**src/design/ce_port_pkg.sv**
```systemverilog
// constants and types for the bidirectional analog-assisted port
package ce_port_pkg;
    localparam int          PORT_WIDTH     = 4;
    localparam int          ADDR_WIDTH     = 4;
    localparam logic [3:0]  DIR_OFFSET     = 4'h1;
    localparam logic [3:0]  DATA_OFFSET    = 4'h4;
    localparam logic [3:0]  DIR_RESET      = 4'h0;
    localparam logic [3:0]  DATA_RESET     = 4'h0;
    localparam logic [3:0]  READ_RESET     = 4'h0;
    localparam int          CMP1_BIT       = 0;
    localparam int          PIN1_BIT       = 1;
    localparam int          CMP2_BIT       = 2;
    localparam int          PIN3_BIT       = 3;

    typedef enum logic [1:0] {
        MODE_PLAIN    = 2'b00,
        MODE_OPAMP    = 2'b01,
        MODE_TWO_CMP  = 2'b10,
        MODE_CMP_OP   = 2'b11
    } port_mode_t;
endpackage

```
**src/design/ce_port_comparator_readback.sv**
```systemverilog
// bidirectional 4-bit port with comparator and read-zero readback
`timescale 1ns/10ps
module ce_port_comparator_readback #(
    parameter int WIDTH = 4
) (
    input  wire logic                              mclk_in,
    input  wire logic                              rst_in,
    input  wire logic [ce_port_pkg::ADDR_WIDTH-1:0] addr_in,
    input  wire logic [WIDTH-1:0]                  wdata_in,
    input  wire logic                              wr_in,
    input  wire logic                              rd_in,
    output logic      [WIDTH-1:0]                  rdata_out,
    input  wire logic                              opamp_enable_in,
    input  wire logic                              first_comparator_enable_in,
    input  wire logic                              second_comparator_enable_in,
    input  wire logic                              bit1_read_zero_option_in,
    input  wire logic                              bit3_read_zero_option_in,
    input  wire logic [WIDTH-1:0]                  pulldown_option_in,
    input  wire logic [WIDTH-1:0]                  pin_in,
    input  wire logic                              first_comparator_in,
    input  wire logic                              second_comparator_in,
    output logic      [WIDTH-1:0]                  pin_out,
    output logic      [WIDTH-1:0]                  pin_oe_out,
    output logic      [WIDTH-1:0]                  pulldown_out
);
    import ce_port_pkg::*;

    // pins and comparator outputs are asynchronous: two-stage synchronisers
    typedef struct packed {
        logic [WIDTH-1:0] dir;
        logic [WIDTH-1:0] data;
        logic [WIDTH-1:0] rdata;
        logic [WIDTH-1:0] pin_s1;
        logic [WIDTH-1:0] pin_s2;
        logic [1:0]       cmp_s1;
        logic [1:0]       cmp_s2;
    } state_t;

    state_t     state_reg;
    state_t     state_next;
    port_mode_t mode;
    logic [WIDTH-1:0] port_view;
    logic [WIDTH-1:0] read_view;

    // options are straps wired at build time, never touched by software
    always_comb begin
        if (opamp_enable_in && first_comparator_enable_in && !second_comparator_enable_in) begin
            mode = MODE_CMP_OP;
        end else if (first_comparator_enable_in || second_comparator_enable_in) begin
            mode = MODE_TWO_CMP;
        end else if (opamp_enable_in) begin
            mode = MODE_OPAMP;
        end else begin
            mode = MODE_PLAIN;
        end
    end

    // outputs read back the latch, inputs the synchronised pin
    genvar gi;
    generate
        for (gi = 0; gi < WIDTH; gi++) begin : g_bit
            assign port_view[gi]    = state_reg.dir[gi] ? state_reg.data[gi]
                                                        : state_reg.pin_s2[gi];
            assign pin_oe_out[gi]   = state_reg.dir[gi];
            assign pin_out[gi]      = state_reg.data[gi] & state_reg.dir[gi];
            assign pulldown_out[gi] = ~state_reg.dir[gi] & pulldown_option_in[gi];
        end
    endgenerate

    always_comb begin
        read_view = port_view;
        case (mode)
            MODE_PLAIN: begin
                read_view = port_view;
            end
            MODE_OPAMP: begin
                // op-amp needs no readback override; bit 1 left to software
                read_view = port_view;
            end
            MODE_TWO_CMP: begin
                if (first_comparator_enable_in) begin
                    read_view[CMP1_BIT] = state_reg.cmp_s2[0];
                    read_view[PIN1_BIT] = bit1_read_zero_option_in ? 1'b0
                                                                   : state_reg.pin_s2[PIN1_BIT];
                end
                if (second_comparator_enable_in) begin
                    read_view[CMP2_BIT] = state_reg.cmp_s2[1];
                    read_view[PIN3_BIT] = bit3_read_zero_option_in ? 1'b0
                                                                   : state_reg.pin_s2[PIN3_BIT];
                end
            end
            MODE_CMP_OP: begin
                read_view[CMP1_BIT] = state_reg.cmp_s2[0];
                read_view[PIN1_BIT] = bit1_read_zero_option_in ? 1'b0
                                                               : state_reg.pin_s2[PIN1_BIT];
                read_view[CMP2_BIT] = 1'b0;
                read_view[PIN3_BIT] = 1'b0;
            end
            default: begin
                read_view = port_view;
            end
        endcase
    end

    always_comb begin
        state_next        = state_reg;
        state_next.pin_s1 = pin_in;
        state_next.pin_s2 = state_reg.pin_s1;
        state_next.cmp_s1 = {second_comparator_in, first_comparator_in};
        state_next.cmp_s2 = state_reg.cmp_s1;
        state_next.rdata  = READ_RESET;
        if (wr_in && addr_in == DIR_OFFSET) begin
            state_next.dir = wdata_in;
        end
        if (wr_in && addr_in == DATA_OFFSET) begin
            state_next.data = wdata_in;
        end
        // unmapped addresses read zero; only the two registers are writable
        if (rd_in && addr_in == DIR_OFFSET) begin
            state_next.rdata = state_reg.dir;
        end else if (rd_in && addr_in == DATA_OFFSET) begin
            state_next.rdata = read_view;
        end
    end

    always_ff @(posedge mclk_in or posedge rst_in) begin
        if (rst_in) begin
            state_reg.dir    <= DIR_RESET;
            state_reg.data   <= DATA_RESET;
            state_reg.rdata  <= READ_RESET;
            state_reg.pin_s1 <= '0;
            state_reg.pin_s2 <= '0;
            state_reg.cmp_s1 <= '0;
            state_reg.cmp_s2 <= '0;
        end else begin
            state_reg <= state_next;
        end
    end

    assign rdata_out = state_reg.rdata;
endmodule

```
**config.mk**
```make
export PLATFORM = sky130hd
export DESIGN_NAME = ce_port_comparator_readback
export DESIGN_NICKNAME = d
export VERILOG_FILES = /design/src/design/ce_port_pkg.sv /design/src/design/ce_port_comparator_readback.sv
export SDC_FILE = /design/constraint.sdc
export NUM_CORES = 1
export LEC_CHECK = 0
export BUFFER_PORTS_ARGS = -buffer_cell sky130_fd_sc_hd__buf_2
export CORE_ASPECT_RATIO = 0.6
export CORE_MARGIN = 2
export CORE_UTILIZATION = 46
export CTS_BUF_LIST = sky130_fd_sc_hd__clkbuf_16
export CTS_CLUSTER_SIZE = 20
export DETAILED_ROUTE_END_ITERATION = 10
export PLACE_DENSITY = 0.77
export SYNTH_ARGS = -nofsm -noshare
export SYNTH_HDL_FRONTEND = slang
export SYNTH_SLANG_ARGS = --single-unit
```
**constraint.sdc**
```tcl
create_clock -name mclk_in -period 1.5 [get_ports mclk_in]
set_input_delay 0.225 -clock mclk_in [delete_from_list [all_inputs] [get_ports mclk_in]]
set_output_delay 0.225 -clock mclk_in [all_outputs]
set_load 0.005 [all_outputs]
```
==> results.sh, run 1 <==
export IMPL_postSynthNetCount=104
export IMPL_adder_cell_share_of_the_synthesized_area_pct=0
export IMPL_synth_area_top_cells="dfrtp_1 (57%), mux2_4 (11%), buf_4 (5.7%), nand3_4 (3.3%), nor2b_1 (3.0%)"
export IMPL_fin_cells=146
export IMPL_synth_xor_area_share_pct=0
export IMPL_fmax_ghz=0.822
export IMPL_mappedNetlistArea_um2=1050
export IMPL_max_clock_path_buffers=2
export IMPL_timing_max_slew_rel_slack_pct=80.9
export IMPL_worst_slack_ns=0.284
export IMPL_die_width_um=65.8
export IMPL_stdcell_area_um2=1330
export IMPL_synth_top_area_share_pct=56.9
export IMPL_clock_latency_ns=0.25
export IMPL_tritoncts_num_sinks=24
export IMPL_clockPowerShare_pct=34.6
export IMPL_number_of_setup_violations_in_the_final_report=0
export IMPL_largest_register_ff_count=10
export IMPL_port_buffers=42
export IMPL_grt_pass1_wl_um=2750
export IMPL_fin_tns_setup_ns=0
export IMPL_maxSlewViolCount=0
export IMPL_worstMarginPinSlew_ns=0.287
export IMPL_proportion_of_register_bits_with_asynchronous_set_or_reset_after_synthesis_pct=100
export IMPL_fillerInstances=170
export IMPL_power_switching_fraction_pct=22.9
export IMPL_power_share_combinational_pct=17.4
export IMPL_p_sw_mw=0.372
export IMPL_crit_path_end="pin_out[3]"
export IMPL_grt_antenna_before_repair=0
export IMPL_synth_compound_area_share_pct=5.81
export IMPL_postPlaceCellArea_um2=1250
export IMPL_place_ws_ns=0.325
export IMPL_regArea_um2=601
export IMPL_hold_buffers=0
export IMPL_worstSetupStartpointType="flip-flop"
export IMPL_setup_worst_path_class="flip-flop to primary output"
export IMPL_route_detailed_wl_per_inst_um=12.3
export IMPL_yosys_cell_types=22
export IMPL_number_of_vias_per_cell=4.70
export IMPL_final_period_minus_worst_setup_slack_ns=1.22
export IMPL_area_growth_syn_to_layout_pct=26.0
export IMPL_overflow=0
export IMPL_place_inst=142
export IMPL_power_share_sequential_pct=48.0
export IMPL_post_cts_setup_repair_buffer_count=0
export IMPL_antenna_cells=0
export IMPL_first_pass_iters=2
export IMPL_synth_top_cells_by_count="dfrtp_1 (24), buf_4 (8), mux2_4 (8)"
export IMPL_clk_pin_slew_worst_paths_ns=0.06
export IMPL_min_period_over_period_pct=81.1
export IMPL_ctsResizeCount=0
export IMPL_drv_cap=0
export IMPL_detailed_router_s_first_iteration_violation_count=14
export IMPL_crit_fanout=6
export IMPL_worst_r2r_endpoint="rdata_out[2]"
export IMPL_mean_syn_cell_area_um2=13.7
export IMPL_muxShareOfSynthArea_pct=14.5
export IMPL_number_of_register_bits_inferred_by_synthesis=24
export IMPL_synth_top_family_by_area="simple AND/OR/NAND/NOR gates"
export IMPL_grt_setup_unrepaired="no"
export IMPL_crit_reg2reg_launch="pin_oe_out[2]"
export IMPL_hold_viol=2
export IMPL_grt_total_usage_pct=15.0
export IMPL_vdd_drop_max_mv=0.902
export IMPL_synth_cells=77
export IMPL_failed_checks="hold timing"
export IMPL_worst_r2r_cell_count=3
export IMPL_critical_path_startpoint="pin_oe_out[3]"
export IMPL_worstPathArrival_ns=0.99
export IMPL_detailroute_via_count=686
export IMPL_yosys_warnings=0
export IMPL_synth_area_leader_cell="dfrtp_1"
export IMPL_routed_wl_um=1800
export IMPL_skew_ns=0.00428
export IMPL_gp_routability_congestion=0.754
export IMPL_p_leak_nw=0.683
export IMPL_pwr_density_cell_nw_per_um2=1220
export IMPL_floorplan_initialDensity_pct=48.8
export IMPL_status="finished, violations left"
export IMPL_cts_inserted_buffers=3
export IMPL_share_of_synthesized_cell_area_in_and_or_nand_and_nor_gates_pct=16.4
export IMPL_dieArea_um2=2700
export IMPL_die_height_um=41.1
export IMPL_multi_input_comb_area_um2=387
export IMPL_io_pins=43
export IMPL_synthFlopType="dfrtp_1"
export IMPL_row_count=13
export IMPL_synth_most_common_cell="dfrtp_1"
export IMPL_cts_tree="yes"
export IMPL_intPower_mw=1.25
export IMPL_setup_reg_to_reg_worst_slack_ns=0.30
export IMPL_detail_route_drc_violations=0
export IMPL_drive_above_1_share_pct=51.7
export IMPL_place_detailed_hpwl_um=1420
export IMPL_layout_nets=144
export IMPL_grt_max_degree=25
export IMPL_ant_nets=0
export IMPL_cts_htree_levels=1
export IMPL_number_of_global_route_vias_before_repair=604
export IMPL_number_of_synthesized_flops_with_an_enable_pin=0
export IMPL_ys_seq_area_share_pct=56.9
export IMPL_root_buffer="clkbuf_16"
export IMPL_setup_worst_path_end_class="primary output"
export IMPL_core_area_um2=2160
export IMPL_cp_data_required_time_ns=1.27
export IMPL_timing_hold_worst_class="input pin to async pin"
export IMPL_timing_hold_ws_ns=-0.00264
## layer usage
layer	global-route usage (%)	routed length (µm)
met2	25.5	871
met1	19.0	774
met4	3.13	5
met5	0	0
met3	5.22	145
## worst max-delay path: stages (launching register included)
cell and delay [ns]:
dfrtp_1 0.44, and2_1 0.18, buf_2 0.12
## worst min path at each step
stage | from | end | slack (ns) | depth (start not counted)
2_1_floorplan | rst_in | pin_oe_out[0] | 0.24 | 1
3_3_place_gp | rst_in | state_next[0] | 0.27 | 3
3_5_place_dp | rst_in | state_next[4] | 0.28 | 3
4_1_cts | rst_in | pin_oe_out[0] | 0.01 | 3
5_1_grt | rst_in | pin_oe_out[0] | 0.04 | 3
6_report | rst_in | pin_oe_out[0] | -0.003 | 3
## power groups by stage
stage,Combinational [mW],Sequential [mW],Clock (mW)
6_report,0.282,0.779,0.561
5_1_grt,0.311,0.792,0.616
4_1_cts,0.287,0.781,0.575
3_5_place_dp,0.286,0.790,0
3_3_place_gp,0.281,0.787,0
2_1_floorplan,0.208,0.772,0
## area by class of cell
class                      instances  share of cell area [%]
inverter                           2                   0.565
clock inverter                     1                   0.282
timing repair buffer              43                    16.4
tap                               30                    2.82
multi-input combinational         43                    29.1
clock buffer                       3                    5.65
sequential                        24                    45.2
## metrics by stage
step	power (mW)	util [%]	hold slack, ns
after detailed placement	1.08	57.8	0.284
after global routing	1.72	61.4	0.0432
after CTS	1.64	61.4	0.0117
after floorplan	0.980	-	0.240
final	1.62	61.4	-0.00264
after global placement	1.07	57.8	0.270
## logic make-up (layout without fill, tap and decap cells)
group,count (synthesis),count (layout)
flops,24,24
simple gates,23,23
mux,11,11
buf+inv,10,49
compound gates,9,9
## layout by cell type, fill, tap and decap left out
| master | Yosys | routed |
|---|---|---|
| nor2b_4 | 1 | 1 |
| clkinv_1 | 0 | 1 |
| nand3_4 | 2 | 2 |
| nor3b_2 | 1 | 1 |
| o221ai_1 | 1 | 1 |
| inv_1 | 2 | 2 |
| clkbuf_16 | 0 | 3 |
| and2b_4 | 1 | 1 |
| and2_1 | 4 | 4 |
| nor2b_1 | 5 | 5 |
| nand2b_1 | 1 | 1 |
| mux2_4 | 8 | 8 |
| a21oi_1 | 3 | 3 |
| nor2_4 | 1 | 1 |
| nand2_1 | 6 | 6 |
| a22oi_1 | 1 | 1 |
| mux2i_1 | 1 | 1 |
| buf_2 | 0 | 42 |
| o311ai_1 | 1 | 1 |
| a2bb2oi_1 | 1 | 1 |
| buf_4 | 8 | 1 |
| mux2_1 | 2 | 2 |
| nand3_1 | 1 | 1 |
| dfrtp_1 | 24 | 24 |
| o22ai_1 | 2 | 2 |
Note: power is estimated with default switching activity, not from simulation.
==> run 2, diff against run 1 <==
==> constraint.sdc (replaced) <==
create_clock -name mclk_in -period 1.28 [get_ports mclk_in]
set_input_delay 0.192 -clock mclk_in [delete_from_list [all_inputs] [get_ports mclk_in]]
set_output_delay 0.192 -clock mclk_in [all_outputs]
set_load 0.005 [all_outputs]
==> results.sh, run 2 (synthesis results as in run 1) <==
export IMPL_most_common_layout_cells="buf_2 (42), dfrtp_1 (24), mux2_4 (8)"
export IMPL_clock_latency_ns=0.26
export IMPL_floorplan_initialDensity_pct=48.8
export IMPL_setup_worst_path_class="flip-flop to primary output"
export IMPL_setup_reg_to_reg_worst_slack_ns=0.11
export IMPL_drive_above_1_share_pct=51.7
export IMPL_p_sw_mw=0.448
export IMPL_first_pass_iters=4
export IMPL_worstMarginPinSlew_ns=0.291
export IMPL_io_pins=43
export IMPL_intPower_mw=1.48
export IMPL_grt_total_usage_pct=16.4
export IMPL_place_ws_ns=0.153
export IMPL_die_width_um=65.8
export IMPL_final_period_minus_worst_setup_slack_ns=1.24
export IMPL_row_count=13
export IMPL_grt_max_degree=25
export IMPL_power_share_combinational_pct=18.5
export IMPL_max_clock_path_buffers=2
export IMPL_post_cts_setup_repair_buffer_count=0
export IMPL_clk_pin_slew_worst_paths_ns=0.05
export IMPL_core_area_um2=2160
export IMPL_critical_path_n_buffers_inverters=2
export IMPL_postPlaceCellArea_um2=1260
export IMPL_antenna_cells=0
export IMPL_vdd_drop_max_mv=0.931
export IMPL_detailed_router_s_first_iteration_violation_count=9
export IMPL_detail_route_drc_violations=0
export IMPL_drv_cap=0
export IMPL_grt_setup_unrepaired="no"
export IMPL_routed_wl_um=1930
export IMPL_gp_routability_congestion=0.818
export IMPL_fmax_ghz=0.806
export IMPL_grt_antenna_before_repair=0
export IMPL_worst_path_largest_cell_delay_ns=0.40
export IMPL_layout_nets=146
export IMPL_critical_path_top_delay_family="flip-flops"
export IMPL_min_period_over_period_pct=96.9
export IMPL_die_height_um=41.1
export IMPL_maxSlewViolCount=0
export IMPL_final_common_cell="buf_2"
export IMPL_fillerInstances=177
export IMPL_overflow=0
export IMPL_fin_tns_setup_ns=0
export IMPL_cts_htree_levels=1
export IMPL_crit_fanout=5
export IMPL_route_detailed_wl_per_inst_um=13.0
export IMPL_number_of_global_route_vias_before_repair=623
export IMPL_stdcell_area_um2=1350
export IMPL_skew_ns=0.00406
export IMPL_power_switching_fraction_pct=23.2
export IMPL_pwr_density_cell_nw_per_um2=1430
export IMPL_timing_max_slew_rel_slack_pct=80.6
export IMPL_area_growth_syn_to_layout_pct=28.0
export IMPL_cp_data_required_time_ns=1.09
export IMPL_clockPowerShare_pct=34.3
export IMPL_status="complete, no violations"
export IMPL_number_of_vias_per_cell=4.80
export IMPL_number_of_setup_violations_in_the_final_report=0
export IMPL_dieArea_um2=2700
export IMPL_port_buffers=42
export IMPL_fin_total_pwr_mw=1.93
export IMPL_slowest_stage="dfrtp_1"
export IMPL_ant_nets=0
export IMPL_timing_hold_worst_class="input pin to flip-flop"
export IMPL_setup_worst_path_end_class="primary output"
export IMPL_multi_input_comb_area_um2=387
export IMPL_crit_chain="buf_6, and2_1, buf_2"
export IMPL_worstPathArrival_ns=1.05
export IMPL_p_leak_nw=0.693
export IMPL_place_detailed_hpwl_um=1510
export IMPL_detailroute_via_count=711
export IMPL_cts_tree="yes"
export IMPL_power_share_sequential_pct=47.2
export IMPL_cts_inserted_buffers=3
export IMPL_tritoncts_num_sinks=24
export IMPL_worstSetupStartpointType="flip-flop"
export IMPL_largest_register_ff_count=10
export IMPL_worst_slack_ns=0.0397
export IMPL_root_buffer="clkbuf_16"
export IMPL_hold_viol=0
export IMPL_grt_pass1_wl_um=3040
export IMPL_regArea_um2=601
[run 2: cell types whose count changed in the layout (fill, tap and decap cells not counted), sizes merged]
cell         change
dlygate4sd3      +1
buf              +1
[run 2: power by group through the flow]
stage                     Clock (mW)  Combinational (mW)  Sequential, mW
after floorplan                    0               0.244           0.904
after global placement             0               0.364           0.910
after detailed placement           0               0.371           0.916
after CTS                      0.683               0.375           0.904
after global routing           0.709               0.396           0.925
final                          0.662               0.357           0.911
[run 2: worst reg2reg max path, stage by stage (launching register included)]
cell and delay, ns:
dfrtp_1 0.42, mux2_1 0.35, a2bb2oi_1 0.17, o22ai_1 0.11
[run 2: path summary, 6_finish.rpt]
path	start	to	depth (start not counted)
worst max-delay path	pin_oe_out[2]	pin_out[2]	3
worst min-delay path	pin_in[0]	state_next[4]	1
worst max register to register	pin_oe_out[3]	rdata_out[3]	3
worst min register to register	state_next[0]	state_reg[0]	0
max in group asynchronous	rst_in	pin_oe_out[2]	4
min in group asynchronous	rst_in	state_reg[16]	4
[run 2: routing by layer]
metal | share of wire (%) | global-route usage, % | up-vias | wire, µm
li1 | - | - | 338 | -
met1 | 42 | 20.1 | 336 | 813
met2 | 48 | 27.3 | 32 | 915
met3 | 8.5 | 6.04 | 5 | 164
met4 | 1.7 | 6.77 | 0 | 32
met5 | 0 | 0 | - | 0
[run 2: through the flow]
stage               hold WS (ns)  utilization (%)  instances
global route              0.0348             62.4        148
CTS                       0.0364             62.6        149
finish                    0.0402             62.4        148
detailed placement         0.253             58.5        144
global placement           0.238             58.5        144
floorplan                  0.207                -         77
[run 2: layout make-up]
type,instances,area share [%]
Inverter,2,0.556
Sequential cell,24,44.5
Multi-Input combinational cell,43,28.6
Tap cell,30,2.78
Clock buffer,3,5.56
Clock inverter,1,0.278
Timing Repair Buffer,45,17.7
[run 2: repair_timing]
action,in CTS,in global routing
hold buffers,1,0
resized for setup,0,1
endpoints found under the hold margin,24,0
setup endpoints to repair,0,2
==> run 3, diff against run 2 <==
==> constraint.sdc (replaced) <==
create_clock -name mclk_in -period 1.25 [get_ports mclk_in]
set_input_delay 0.1875 -clock mclk_in [delete_from_list [all_inputs] [get_ports mclk_in]]
set_output_delay 0.1875 -clock mclk_in [all_outputs]
set_load 0.005 [all_outputs]
==> results.sh, run 3 (synthesis results as in run 1) <==
export IMPL_final_common_cell="buf_2"
export IMPL_overflow=0
export IMPL_hold_start="second_comparator_in"
export IMPL_most_common_layout_cells="buf_2 (42), dfrtp_1 (23), mux2_4 (8)"
export IMPL_timing_hold_worst_path_depth=1
export IMPL_worstPathArrival_ns=1.02
export IMPL_clock_latency_ns=0.25
export IMPL_setup_worst_path_end_class="primary output"
export IMPL_dieArea_um2=2700
export IMPL_critical_path_depth=3
export IMPL_postLayoutCoreUtil_pct=63.1
export IMPL_skew_ns=0.00167
export IMPL_hold_viol=0
export IMPL_antenna_cells=0
export IMPL_final_period_minus_worst_setup_slack_ns=1.21
export IMPL_worst_r2r_cell_count=4
export IMPL_clockPowerShare_pct=33.8
export IMPL_critical_path_top_delay_family="flip-flops"
export IMPL_number_of_setup_violations_in_the_final_report=0
export IMPL_crit_chain="buf_6, and2_1, buf_2"
export IMPL_critical_path_n_buffers_inverters=2
export IMPL_timing_hold_worst_class="input pin to flip-flop"
export IMPL_power_share_sequential_pct=46.7
export IMPL_gp_routability_congestion=0.821
export IMPL_die_height_um=41.1
export IMPL_root_buffer="clkbuf_16"
export IMPL_grt_total_usage_pct=16.7
export IMPL_maxSlewViolCount=0
export IMPL_place_inst=144
export IMPL_drv_cap=0
export IMPL_worst_slack_ns=0.0393
export IMPL_ant_nets=0
export IMPL_min_period_over_period_pct=96.9
export IMPL_pwr_density_cell_nw_per_um2=1460
export IMPL_number_of_global_route_vias_before_repair=655
export IMPL_timing_max_slew_rel_slack_pct=80.5
export IMPL_route_detailed_wl_per_inst_um=13.5
export IMPL_worstMarginPinSlew_ns=0.293
export IMPL_cts_inserted_buffers=3
export IMPL_port_buffers=42
export IMPL_crit_reg2reg_launch="pin_oe_out[3]"
export IMPL_intPower_mw=1.53
export IMPL_crit_fanout=5
export IMPL_detailed_router_s_first_iteration_violation_count=21
export IMPL_tritoncts_num_sinks=24
export IMPL_layout_nets=147
export IMPL_routed_wl_um=2010
export IMPL_setup_worst_path_class="flip-flop to primary output"
export IMPL_io_pins=43
export IMPL_drive_above_1_share_pct=53.8
export IMPL_grt_max_degree=25
export IMPL_grt_pass1_wl_um=3140
export IMPL_cts_tree="yes"
export IMPL_grt_antenna_before_repair=0
export IMPL_die_width_um=65.8
export IMPL_first_pass_iters=4
export IMPL_area_growth_syn_to_layout_pct=29.4
export IMPL_grt_setup_unrepaired="no"
export IMPL_place_ws_ns=0.123
export IMPL_place_detailed_hpwl_um=1530
export IMPL_status="complete, no violations"
export IMPL_cts_htree_levels=1
export IMPL_vdd_drop_max_mv=1.01
export IMPL_worstSetupStartpointType="flip-flop"
export IMPL_max_clock_path_buffers=2
export IMPL_clk_pin_slew_worst_paths_ns=0.06
export IMPL_floorplan_initialDensity_pct=48.8
export IMPL_worst_path_largest_cell_delay_ns=0.38
export IMPL_fmax_ghz=0.826
export IMPL_row_count=13
export IMPL_worst_r2r_endpoint="rdata_out[3]"
export IMPL_number_of_vias_per_cell=4.72
export IMPL_p_leak_nw=0.698
export IMPL_critical_path_startpoint="pin_oe_out[3]"
export IMPL_hold_path_endpoint="state_next[1]"
export IMPL_power_share_combinational_pct=19.5
export IMPL_fin_tns_setup_ns=0
export IMPL_detail_route_drc_violations=0
export IMPL_power_switching_fraction_pct=23.3
export IMPL_largest_register_ff_count=10
export IMPL_p_sw_mw=0.465
export IMPL_cp_data_required_time_ns=1.06
export IMPL_core_area_um2=2160
export IMPL_detailroute_via_count=703
export IMPL_setup_reg_to_reg_worst_slack_ns=0.05
export IMPL_fin_cells=149
export IMPL_slowest_stage="dfrtp_1"
## run 3: changes by cell type in the layout (fill, tap and decap cells not counted), sizes merged
cell  before  now
buf       44   45
## run 3: worst max-delay path by stage
stage                     to  slack, ns
3_5_place_dp   state_reg[17]       0.12
4_1_cts           pin_out[3]       0.02
2_1_floorplan   rdata_out[2]       0.18
5_1_grt         rdata_out[2]      0.004
6_report          pin_out[3]       0.04
3_3_place_gp   state_reg[18]       0.14
## run 3: what timing repair did
item,in CTS,in global routing
endpoints found under the setup margin,2,3
gates resized for setup,0,3
hold endpoints to repair,24,0
hold buffers,1,0
setup buffers,1,0
## run 3: final cells by class
class | instances | area [µm²]
fill | 174 | 798
tap | 30 | 37.5
inverter | 2 | 7.51
multi-input combinational | 43 | 393
clock buffer | 3 | 75.1
clock inverter | 1 | 3.75
timing repair buffer | 46 | 246
sequential | 24 | 602
## run 3: through the flow
stage	cell area, µm²	hold slack (ns)	total power, mW
final	1370	0.0356	1.99
after global routing	1370	0.0290	2.10
after CTS	1350	0.0332	2.01
after detailed placement	1260	0.241	1.32
after global placement	1260	0.234	1.30
after floorplan	1050	0.202	1.18
## run 3: per-layer routing
layer  part of all wire (%)  wire, µm  vias up  track usage [%]
li1                       -         -      342                -
met1                     43       856      334             19.7
met2                     51      1020       24             30.8
met3                    5.9       118        3             4.95
met4                   0.40         8        0             4.69
met5                      0         0        -                0
## run 3: power by group through the flow
stage               Sequential [mW]  Combinational [mW]  Clock [mW]
floorplan                     0.926               0.250           0
global placement              0.932               0.373           0
detailed placement            0.937               0.383           0
CTS                           0.931               0.385       0.694
global route                  0.947               0.428       0.721
finish                        0.932               0.389       0.674
